**config.mk**
```make
export PLATFORM = sky130hd
export DESIGN_NAME = nfh_host
export DESIGN_NICKNAME = d
export VERILOG_FILES = /design/src/logic/nfh_pkg.sv /design/src/logic/nfh_host.sv
export SDC_FILE = /design/constraint.sdc
export NUM_CORES = 1
export LEC_CHECK = 0
export BUFFER_PORTS_ARGS = -buffer_cell sky130_fd_sc_hd__buf_2
export CAP_MARGIN = 40
export CORE_ASPECT_RATIO = 0.7
export CORE_MARGIN = 10
export CORE_UTILIZATION = 49
export DETAILED_ROUTE_END_ITERATION = 8
export GPL_ROUTABILITY_DRIVEN = 0
export GPL_TIMING_DRIVEN = 0
export PLACE_DENSITY_LB_ADDON = 0.25
export SYNTH_ARGS = -nofsm -noshare
export SYNTH_HDL_FRONTEND = slang
export SYNTH_SLANG_ARGS = --single-unit
```
**constraint.sdc**
```tcl
create_clock -name pclk -period 2.16 [get_ports pclk]
set_input_delay 0.216 -clock pclk [delete_from_list [all_inputs] [get_ports pclk]]
set_output_delay 0.216 -clock pclk [all_outputs]
set_load 0.05 [all_outputs]
```
**src/logic/nfh_pkg.sv**
```systemverilog
/*
 nfh_pkg: constants, types and register map for the nand flash host controller.
 assumes a single 20 MHz pclk domain and an apb master reaching the controller.
*/
package nfh_pkg;
   // ------------------------------------------------------------
   // clock, pin timing and array limits
   // ------------------------------------------------------------
   localparam int CLK_NS            = 50;
   localparam int SELECT_HIGH_NS    = 100;
   localparam int SELECT_HIGH_CYC   = (SELECT_HIGH_NS + CLK_NS - 1) / CLK_NS;
   localparam int WAIT_BUSY_NS      = 200;
   localparam int WAIT_BUSY_CYC     = (WAIT_BUSY_NS + CLK_NS - 1) / CLK_NS;
   localparam int PAGE_BYTES        = 528;
   localparam int PAGE_MAIN         = 512;
   localparam int PAGE_SPARE        = 16;
   localparam int BLOCK_PAGES       = 16;
   localparam int ARRAY_BLOCKS      = 1024;
   localparam int MAX_PROGRAMS      = 5;
   // ------------------------------------------------------------
   // command codes
   // ------------------------------------------------------------
   localparam logic [7:0] CMD_SERIAL_IN = 8'h80;
   localparam logic [7:0] CMD_READ_A    = 8'h00;
   localparam logic [7:0] CMD_READ_B    = 8'h01;
   localparam logic [7:0] CMD_READ_C    = 8'h50;
   localparam logic [7:0] CMD_RESET     = 8'hFF;
   localparam logic [7:0] CMD_PROGRAM   = 8'h10;
   localparam logic [7:0] CMD_ERASE_SET = 8'h60;
   localparam logic [7:0] CMD_ERASE_GO  = 8'hD0;
   localparam logic [7:0] CMD_STATUS    = 8'h70;
   localparam logic [7:0] CMD_IDENT     = 8'h90;
   // ------------------------------------------------------------
   // apb register map
   // ------------------------------------------------------------
   localparam logic [7:0] REG_CTRL   = 8'h00;
   localparam logic [7:0] REG_WDATA  = 8'h04;
   localparam logic [7:0] REG_RDATA  = 8'h08;
   localparam logic [7:0] REG_STATUS = 8'h0C;
   localparam logic [7:0] REG_PINS   = 8'h10;
   // ctrl write: [1:0] op, [2] end, [15:8] of wdata is the byte
   localparam logic [1:0] OP_CMD  = 2'h0;
   localparam logic [1:0] OP_ADDR = 2'h1;
   localparam logic [1:0] OP_DATA = 2'h2;
   localparam logic [1:0] OP_READ = 2'h3;
   localparam int CTRL_OP_LSB  = 0;
   localparam int CTRL_END_BIT = 2;
   localparam int PINS_GUARD_BIT = 0;
   localparam logic [31:0] RST_PINS = 32'h0000_0000;

   typedef enum logic [2:0] {
      NFH_IDLE, NFH_SETUP, NFH_WLOW, NFH_WHIGH, NFH_RLOW, NFH_RHIGH, NFH_DESEL
   } nfh_state_e;

   typedef struct packed {
      logic       select_n;
      logic       cmd_latch;
      logic       addr_latch;
      logic       write_n;
      logic       read_n;
      logic       guard_n;
   } nfh_strobe_s;
endpackage

```
**src/logic/nfh_host.sv**
```systemverilog
/*
 nfh_host: apb-driven controller that steps a nand flash through its strobe pins.
 assumes the flash pins are wired directly; io_port and ready_busy_n come from
 another timing domain and are synchronised here; ready_busy_n has a pull-up.
*/
`timescale 1ns/100ps
// How it works
// command byte written with command latch high
// address byte written with address latch high
// data byte written with both latches low
// deselect during read puts flash in standby
// flash ignores deselect while busy programming
// select held low through read busy
// each read strobe fall yields next byte
// write guard low inhibits program and erase
// ready_busy low during program erase read
// page 528 bytes, 16 pages, 1024 blocks
// address sent as three bytes, low first
// third address byte top two lines low
// bit 8 chosen by read command only
// page bits 9-12, block bits 13-22
// write strobes with read high, reads likewise
// command codes as listed
// read mode persists across page reads
// flash drives port only while read low
// select high 100 ns ends sequential read
// at most five programs per page; the host counts only the last programmed page
// only status or reset while busy
// after serial input only program or reset
// status byte after status command
// wait for ready before other commands
module nfh_host (
   input  wire logic        pclk,
   input  wire logic        presetn,
   input  wire logic        psel,
   input  wire logic        penable,
   input  wire logic        pwrite,
   input  wire logic [7:0]  paddr,
   input  wire logic [31:0] pwdata,
   output logic      [31:0] prdata,
   output logic             pready,
   output logic             pslverr,
   output logic             select_n,
   output logic             command_latch_strobe,
   output logic             address_latch_strobe,
   output logic             write_strobe_n,
   output logic             read_strobe_n,
   output logic             write_guard_n,
   output logic      [7:0]  io_port_o,
   output logic             io_port_oe,
   input  wire logic [7:0]  io_port_i,
   input  wire logic        ready_busy_n
);
   // ------------------------------------------------------------
   // pin synchronisers
   // ------------------------------------------------------------
   logic [7:0] io_meta, io_sync;
   logic       rb_meta, rb_sync;
   always_ff @(posedge pclk or negedge presetn) begin
      if (!presetn) begin
         io_meta <= 8'h00;
         io_sync <= 8'h00;
         rb_meta <= 1'b1;
         rb_sync <= 1'b1;
      end else begin
         io_meta <= io_port_i;
         io_sync <= io_meta;
         rb_meta <= ready_busy_n;
         rb_sync <= rb_meta;
      end
   end

   // ------------------------------------------------------------
   // apb decode
   // ------------------------------------------------------------
   nfh_pkg::nfh_state_e state, next_state;
   logic [1:0]  op, acyc;
   logic [7:0]  byte_out, byte_in;
   logic        end_seq, guard, done_flag, cmd_err, cap_due;
   logic [7:0]  last_cmd;
   logic [2:0]  cnt, prog_cnt;
   logic [13:0] page_cur, page_prog;
   wire access   = psel && penable;
   wire idle     = (state == nfh_pkg::NFH_IDLE);
   wire wr_ctrl  = access && pwrite && (paddr == nfh_pkg::REG_CTRL);
   wire wr_pins  = access && pwrite && (paddr == nfh_pkg::REG_PINS);
   wire mapped   = (paddr == nfh_pkg::REG_CTRL) || (paddr == nfh_pkg::REG_WDATA) ||
                   (paddr == nfh_pkg::REG_RDATA) || (paddr == nfh_pkg::REG_STATUS) ||
                   (paddr == nfh_pkg::REG_PINS);
   wire start    = wr_ctrl && idle;
   wire [1:0] new_op = pwdata[nfh_pkg::CTRL_OP_LSB +: 2];
   // while busy only status or reset may be sent; others are refused
   wire busy_bad = (new_op == nfh_pkg::OP_CMD) && !rb_sync &&
                   (pwdata[15:8] != nfh_pkg::CMD_STATUS) &&
                   (pwdata[15:8] != nfh_pkg::CMD_RESET);
   // after serial input only program or reset keeps the operation alive
   wire seq_bad  = (new_op == nfh_pkg::OP_CMD) &&
                   (last_cmd == nfh_pkg::CMD_SERIAL_IN) &&
                   (pwdata[15:8] != nfh_pkg::CMD_PROGRAM) &&
                   (pwdata[15:8] != nfh_pkg::CMD_RESET);
   // only the last programmed page is remembered; interleaved pages escape the limit
   wire same_page = (page_cur == page_prog) && (prog_cnt != 3'h0);
   wire prog_bad  = (new_op == nfh_pkg::OP_CMD) && same_page &&
                    (pwdata[15:8] == nfh_pkg::CMD_PROGRAM) &&
                    (prog_cnt >= 3'(nfh_pkg::MAX_PROGRAMS));
   wire refuse   = busy_bad || seq_bad || prog_bad;
   wire take_cmd  = start && !refuse && (new_op == nfh_pkg::OP_CMD);
   wire take_addr = start && !refuse && (new_op == nfh_pkg::OP_ADDR);
   // third address cycle keeps its top two lines low
   wire [7:0] out_byte = (take_addr && acyc == 2'h2) ? {2'b00, pwdata[13:8]} :
                         pwdata[15:8];
   // erase sends page bytes only, so its address starts at the second cycle;
   // an erase clears the count whatever block it names
   always_ff @(posedge pclk or negedge presetn) begin
      if (!presetn) begin
         acyc      <= 2'h0;
         page_cur  <= 14'h0000;
         page_prog <= 14'h0000;
         prog_cnt  <= 3'h0;
      end else begin
         if (take_cmd)
            acyc <= (pwdata[15:8] == nfh_pkg::CMD_ERASE_SET) ? 2'h1 : 2'h0;
         else if (take_addr)
            acyc <= (acyc == 2'h2) ? 2'h0 : acyc + 2'h1;
         if (take_addr && acyc == 2'h1)
            page_cur[7:0] <= pwdata[15:8];
         if (take_addr && acyc == 2'h2)
            page_cur[13:8] <= pwdata[13:8];
         if (take_cmd && pwdata[15:8] == nfh_pkg::CMD_PROGRAM) begin
            page_prog <= page_cur;
            prog_cnt  <= same_page ? prog_cnt + 3'h1 : 3'h1;
         end else if (take_cmd && pwdata[15:8] == nfh_pkg::CMD_ERASE_GO)
            prog_cnt <= 3'h0;
      end
   end
   wire [31:0] rd_mux =
      (paddr == nfh_pkg::REG_RDATA)  ? {24'h000000, byte_in} :
      (paddr == nfh_pkg::REG_STATUS) ? {26'h0, cmd_err, done_flag, rb_sync, 1'b0, idle,
                                        !guard} :
      (paddr == nfh_pkg::REG_PINS)   ? {31'h0, guard} :
      (paddr == nfh_pkg::REG_CTRL)   ? {16'h0, last_cmd, 5'h0, end_seq, op} : 32'h0;

   // ------------------------------------------------------------
   // strobe sequencer
   // ------------------------------------------------------------
   wire is_write = (op != nfh_pkg::OP_READ);
   wire cnt_zero = (cnt == 3'h0);
   always_comb begin
      next_state = state;
      unique case (state)
         nfh_pkg::NFH_IDLE:  if (start && !refuse) next_state = nfh_pkg::NFH_SETUP;
         nfh_pkg::NFH_SETUP: next_state = is_write ? nfh_pkg::NFH_WLOW : nfh_pkg::NFH_RLOW;
         nfh_pkg::NFH_WLOW:  next_state = nfh_pkg::NFH_WHIGH;
         nfh_pkg::NFH_WHIGH: next_state = nfh_pkg::NFH_IDLE;
         nfh_pkg::NFH_RLOW:  next_state = nfh_pkg::NFH_RHIGH;
         nfh_pkg::NFH_RHIGH: next_state = end_seq ? nfh_pkg::NFH_DESEL : nfh_pkg::NFH_IDLE;
         nfh_pkg::NFH_DESEL: if (cnt_zero) next_state = nfh_pkg::NFH_IDLE;
      endcase
   end

   always_ff @(posedge pclk or negedge presetn) begin
      if (!presetn) begin
         state    <= nfh_pkg::NFH_IDLE;
         op       <= nfh_pkg::OP_CMD;
         byte_out <= 8'h00;
         byte_in  <= 8'h00;
         end_seq  <= 1'b0;
         last_cmd <= nfh_pkg::CMD_RESET;
         cnt      <= 3'h0;
         cap_due  <= 1'b0;
      end else begin
         state <= next_state;
         if (start && !refuse) begin
            op       <= new_op;
            byte_out <= out_byte;
            end_seq  <= pwdata[nfh_pkg::CTRL_END_BIT];
            if (new_op == nfh_pkg::OP_CMD)
               last_cmd <= pwdata[15:8];
         end
         // the pin byte reaches io_sync one cycle after the strobe rises
         cap_due <= (state == nfh_pkg::NFH_RHIGH);
         if (cap_due)
            byte_in <= io_sync;
         if (state == nfh_pkg::NFH_RHIGH)
            cnt <= 3'(nfh_pkg::SELECT_HIGH_CYC);
         else if (!cnt_zero)
            cnt <= cnt - 3'h1;
      end
   end

   // ------------------------------------------------------------
   // status flags
   // ------------------------------------------------------------
   wire op_done = (state == nfh_pkg::NFH_WHIGH) || (state == nfh_pkg::NFH_RHIGH);
   // clear at the edge that copies the bits out, so no event slips between
   wire clr_st  = psel && !penable && !pwrite && (paddr == nfh_pkg::REG_STATUS);
   always_ff @(posedge pclk or negedge presetn) begin
      if (!presetn) begin
         done_flag <= 1'b0;
         cmd_err   <= 1'b0;
         guard     <= nfh_pkg::RST_PINS[nfh_pkg::PINS_GUARD_BIT];
         pready    <= 1'b0;
         pslverr   <= 1'b0;
         prdata    <= 32'h0;
      end else begin
         // set wins over read-clear
         done_flag <= op_done | (done_flag & !clr_st);
         cmd_err   <= (start & refuse) | (cmd_err & !clr_st);
         if (wr_pins)
            guard <= pwdata[nfh_pkg::PINS_GUARD_BIT];
         pready  <= psel && !penable;
         pslverr <= psel && !penable && !mapped;
         prdata  <= (psel && !penable && !pwrite) ? rd_mux : 32'h0;
      end
   end

   // ------------------------------------------------------------
   // pin drivers
   // ------------------------------------------------------------
   wire in_xfer = !idle;
   wire wphase  = (state == nfh_pkg::NFH_SETUP) || (state == nfh_pkg::NFH_WLOW) ||
                  (state == nfh_pkg::NFH_WHIGH);
   always_ff @(posedge pclk or negedge presetn) begin
      if (!presetn) begin
         select_n             <= 1'b1;
         command_latch_strobe <= 1'b0;
         address_latch_strobe <= 1'b0;
         write_strobe_n       <= 1'b1;
         read_strobe_n        <= 1'b1;
         write_guard_n        <= 1'b0;
         io_port_o            <= 8'h00;
         io_port_oe           <= 1'b0;
      end else begin
         // select stays low between reads unless a deselect is asked
         select_n <= (next_state == nfh_pkg::NFH_DESEL) ? 1'b1 :
                     (next_state != nfh_pkg::NFH_IDLE) ? 1'b0 : select_n & !in_xfer;
         command_latch_strobe <= is_write && (op == nfh_pkg::OP_CMD) &&
                                 (next_state inside {nfh_pkg::NFH_SETUP, nfh_pkg::NFH_WLOW,
                                                     nfh_pkg::NFH_WHIGH});
         address_latch_strobe <= (op == nfh_pkg::OP_ADDR) &&
                                 (next_state inside {nfh_pkg::NFH_SETUP, nfh_pkg::NFH_WLOW,
                                                     nfh_pkg::NFH_WHIGH});
         write_strobe_n <= !(next_state == nfh_pkg::NFH_WLOW);
         read_strobe_n  <= !(next_state == nfh_pkg::NFH_RLOW);
         write_guard_n  <= guard;
         io_port_o      <= byte_out;
         io_port_oe     <= is_write && wphase && (next_state != nfh_pkg::NFH_IDLE);
      end
   end
endmodule

```
Yosys cells after proc, flatten, opt, wreduce, memory -nomap -nowiden
Cells that the tools add are included.

Register bits after elaboration: 121. Input port bits: 54. Output and inout port bits: 49.

Add/subtract/negate cells: 3. Magnitude comparators: 1. Equality and inequality tests: 29. Multiplexer cells: 22. Bitwise gates (word level): 6. Reduce and logical (&&, ||, !) cells: 60.

Operators by type and width (number): two-way mux 16 bit (5); logical AND 1 bit (31); two-way mux 3 bit (9); one-hot mux 3 bit (7 select lines) (1); == test 8 x 4 -> 1 bit, second input constant (2); == test 8 x 5 -> 1 bit, second input constant (2); == test 8 bit, second input constant (2); == test 3 bit, second input constant (5); == test 14 bit (1); == test 3 x 2 -> 1 bit, second input constant (4); logical NOT 1 bit (9); logical OR 1 bit (9); nonzero test 3 bit (3); == test 8 x 3 -> 1 bit, second input constant (1); == test 8 x 7 -> 1 bit, second input constant (1); logical NOT 8 bit (1); two-way mux 8 bit (1); inequality test 8 x 5 -> 1 bit, second input constant (1); inequality test 8 x 7 -> 1 bit, second input constant (1); inequality test 8 bit, second input constant (1); == test 2 x 1 -> 1 bit, second input constant (3); == test 3 x 1 -> 1 bit, second input constant (2); logical NOT 3 bit (2); two-way mux 2 bit (3); 13 further kinds (21).

Logic depth before layout (Yosys ltp)
Word-level depth: 13. Depth in mapped cells: 9.

Least setup slack after synthesis
OpenSTA, ideal clock, no wires.

Path type: register -> register. From: register state[0]. To: register prog_cnt[1]. Setup time: 122 ps. Data arrival time: 2171 ps. Data required time: 2038 ps. Slack: -133 ps. Stages on the path, launching flop included: 8. Clock period less this slack: 2293 ps. Path through: dfrtp_1 -> clkbuf_1 -> nor3_2 -> nand3b_1 -> or3_1 -> a211o_1 -> or4_1 -> a32o_1.

Word-level cells in the longest chain between the ends: 6.

RTL lines: from (decl) (RTL line nfh_host.sv:76) `nfh_pkg::nfh_state_e state, next_state;`; from (signal assigned) (RTL line nfh_host.sv:163) `state <= nfh_pkg::NFH_IDLE;`; from (signal assigned) (RTL line nfh_host.sv:172) `state <= next_state;`; logical NOT 3 bit (*) (RTL line nfh_host.sv:84) `wire idle = (state == nfh_pkg::NFH_IDLE);`; logical AND 1 bit (*) (RTL line nfh_host.sv:90) `wire start = wr_ctrl && idle;`; logical AND 1 bit (*) (2 in series) (RTL line nfh_host.sv:107) `wire take_cmd = start && !refuse && (new_op == nfh_pkg::OP_CMD);`; logical AND 1 bit, on equally long branches (RTL line nfh_host.sv:129, nfh_host.sv:132); two-way mux 3 bit / nonzero test 2 bit (equally long branches); to (signal assigned) (RTL line nfh_host.sv:131) `prog_cnt <= same_page ? prog_cnt + 3'h1 : 3'h1;`; to (decl) (RTL line nfh_host.sv:81) `logic [2:0] cnt, prog_cnt;`.

Mark *: on every way between the ends. The rest lies on a longest branch, timed or not. A chain may end at the register's enable or synchronous reset.

Worst setup path in the final report
From: input pwdata[15]. To: register end_seq.

Word-level cells in the longest chain between the ends: 7.

RTL lines: from (decl) (RTL line nfh_host.sv:39) `input wire logic [31:0] pwdata,`; inequality test 8 x 7 -> 1 bit / inequality test 8 x 5 -> 1 bit (equally long branches) (RTL line nfh_host.sv:94, nfh_host.sv:99); logical AND 1 bit, on equally long branches (RTL line nfh_host.sv:93, nfh_host.sv:98); logical AND 1 bit, on equally long branches (RTL line nfh_host.sv:94, nfh_host.sv:99); logical OR 1 bit (RTL line nfh_host.sv:106) `wire refuse = busy_bad || seq_bad || prog_bad;`; logical OR 1 bit (*) (RTL line nfh_host.sv:106); logical NOT 1 bit (*) (RTL line nfh_host.sv:173) `if (start && !refuse) begin`; logical AND 1 bit (*) (RTL line nfh_host.sv:173); to (signal assigned) (RTL line nfh_host.sv:176) `end_seq <= pwdata[nfh_pkg::CTRL_END_BIT];`; to (decl) (RTL line nfh_host.sv:79) `logic end_seq, guard, done_flag, cmd_err, cap_due;`.

Marked as above.

==> out/results.ini <==
[flow_run]
maxCapViolations = 0

[critical_path]
cp_data_required_time_ps = 2450
r2r-end = prog_cnt[1]
cpLargestDelayFamily = compound AO/OA/AOI/OAI gates
max_stage_delay_ps = 590
arrival_ps = 2620
cp_max_fo = 8
startpoint_type = input port
path_buf_inv = 2
path_class = in2reg
slowest_stage = o31ai_1
endpoint_kind = flop
r2r.worst_path.cells = 6
r2r_start = state[1]
crit_chain = clkbuf_1, nand2_1, o31ai_1, o32ai_4, buf_6, a21oi_4, o21a_2, mux2_2
reg2reg_slack_ps = -110

[die]
row_count = 30
fp.dieH_um = 104
core_area_um2 = 9800
dieArea_um2 = 14700
die_x_um = 141
ios = 103
start_util_pct = 50.9

[synthesis]
ys_types = 54
synth_cells = 390
synthFlopType = dfrtp_1
synth_edf_count = 0
synth_top_cell_area_share_pct = 54.2
synth_commonest_cells = dfrtp_1 (108), mux2_2 (50), nand2_1 (22), inv_1 (19), buf_4 (17)
synthArstFlopShare_pct = 100
syn_area_um2 = 4990
post_synth.cell_area_avg_um2 = 12.8
synthMostInstantiatedCell = dfrtp_1
yosysTopAreaCell = dfrtp_1
ys_seq_elements = 121
ys_seq_area_share_pct = 61.1
yosys_warnings = 0
synth_area_leaders = dfrtp_1 (54%), mux2_2 (11%), dfstp_2 (6.9%)

[power]
leakagePower_nw = 3.26
power_frac_clock_pct = 48.8
seq_power_share_pct = 38.8
powerDensity_nw_per_um2 = 945
swShare_pct = 24.7
netSwitchingPower_mw = 1.56
p_comb_share_pct = 12.4
p_int_mw = 4.78
finalPower_mw = 6.34
ir_worst_vdd_mv = 0.634

[grt]
grt_antenna_before_repair = 1
grt_pass1_wl_um = 18700
grt_util_all_layers_pct = 16.0
grt_overflow = 0
grt_pass1_vias = 3525
grt_max_degree = 68

[sta]
fin_tns_setup_ps = -2360
drv_slew = 0
min_period_over_period_pct = 108
tightestPinTransition_ps = 635
period_needed_ps = 2330
fmax_ghz = 0.429
setup_viol = 32
clock_skew_ps = 11.7
slew_headroom_pct = 57.3
worst_slack_ps = -171
rsz0062_at_grt = true
finalHoldViolations = 0

[routing]
wl_um = 12100
drc = 0
wl_per_cell_um = 18.4
vias_per_cell = 5.26
postRouteAntennaNets = 0
drtIter0Drc = 232
vias = 3469
dr.pass1.iters = 7

[hold_path]
holdPathStages = 2
holdPathEnd = end_seq
min_from = pwdata[2]
min_path_type = in2reg

[final_layout]
fin_area_um2 = 6710
drive_above_1_share_pct = 42.3
area_delta_synth_final_pct = 34.6
nets = 576
fillCellCount = 678

[clock_tree]
cts_buffer_depth = 2
clk_pin_slew_worst_paths_ps = 50
numCtsBuffers = 17
cts_root_buf = clkbuf_16
worstSkewPairLatency_ps = 410
cts_tree = built
clock_sinks = 121
cts_htree_levels = 4

[run_status]
status = finished with violations
violations = negative setup slack

[placement]
dpl-instance-area_um2 = 5580
port_buffers = 62
dp_hpwl_um = 7520

metal layers:
layer	vias up	share of wire, %	GRT usage (%)
li1	1604	-	-
met1	1698	44	20.6
met2	151	46	23.4
met3	16	8.9	6.30
met4	0	1.1	6.40
met5	-	0	0
flip-flops by register name, summed over array words and instances, names as in the netlist, 2 cells and up:
signal     cells
prdata        16
cnt            3
io_sync        8
byte_out       8
state          3
byte_in        8
last_cmd       8
op             2
page_cur      14
prog_cnt       3
acyc           2
io_meta        8
page_prog     14
io_port_o      8
area by class of cell:
type	count	area (µm²)	area share [%]
flip-flops and latches	121	3050	45.4
clock inverters	11	195	2.91
plain buffers	27	184	2.74
clock buffers	21	460	6.86
inverters	19	71.3	1.06
repair buffers	94	646	9.62
well taps	128	160	2.39
diodes	1	2.50	0.0373
multi-input cells	237	1950	29.0
repair_timing:
action,4_1_cts,5_1_grt
hold buffers,10,0
gates resized for setup,18,32
pin swaps,10,11
setup buffers,11,9
endpoints found under the hold margin,61,0
setup endpoints to repair,56,51
gates cloned,1,1
power by group through the flow:
stage / Sequential (mW) / Clock [mW] / Combinational (mW)
finish: 2.46 / 3.10 / 0.786
floorplan: 2.59 / 0 / 0.404
detailed placement: 2.49 / 0 / 0.723
global route: 2.47 / 3.25 / 0.862
global placement: 2.48 / 0 / 0.689
CTS: 2.46 / 3.13 / 0.758
metrics by stage:
| stage | hold WS [ps] | utilization (%) | instances | worst slack [ps] |
|---|---|---|---|---|
| 2_1_floorplan | -79.6 | - | 405 | -105 |
| 3_3_place_gp | 322 | 56.5 | 595 | -476 |
| 3_5_place_dp | 205 | 56.9 | 597 | -512 |
| 4_1_cts | 39.4 | 66.4 | 649 | -138 |
| 5_1_grt | 57.6 | 68.5 | 659 | -280 |
| 6_report | 66.0 | 68.5 | 659 | -171 |
placed cells by master (no fill, tap or decap), types with 13 or more instances in the layout:
| master | Yosys | routed |
|---|---|---|
| buf_2 | 1 | 61 |
| buf_4 | 17 | 31 |
| clkbuf_16 | 0 | 17 |
| conb_1 | 1 | 16 |
| dfrtp_1 | 108 | 105 |
| dfstp_2 | 13 | 13 |
| inv_1 | 19 | 19 |
| mux2_2 | 50 | 43 |
| nand2_1 | 22 | 21 |
| nor2_1 | 16 | 15 |
| xnor2_1 | 15 | 15 |
worst max-delay path by stage:
stage | to | slack [ps] | cells past startpoint | from
2_1_floorplan | prog_cnt[1] | -110 | 7 | state[0]
3_3_place_gp | prdata[12] | -480 | 1 | presetn
3_5_place_dp | address_latch_strobe | -510 | 7 | pwdata[9]
4_1_cts | prog_cnt[1] | -140 | 6 | state[2]
5_1_grt | address_latch_strobe | -280 | 8 | pwdata[15]
6_report | end_seq | -170 | 8 | pwdata[15]
kinds of logic after synthesis:
kind of cell	share of synthesized area (%)
buffers and inverters	4.92
flip-flops	61.1
other	0.0752
multiplexers	12.7
XOR/XNOR	3.16
AND/OR/NAND/NOR	11.5
AO/OA/AOI/OAI	5.37
adder cells (fa/ha/maj)	1.25
Power figures use the tool's default switching activity.
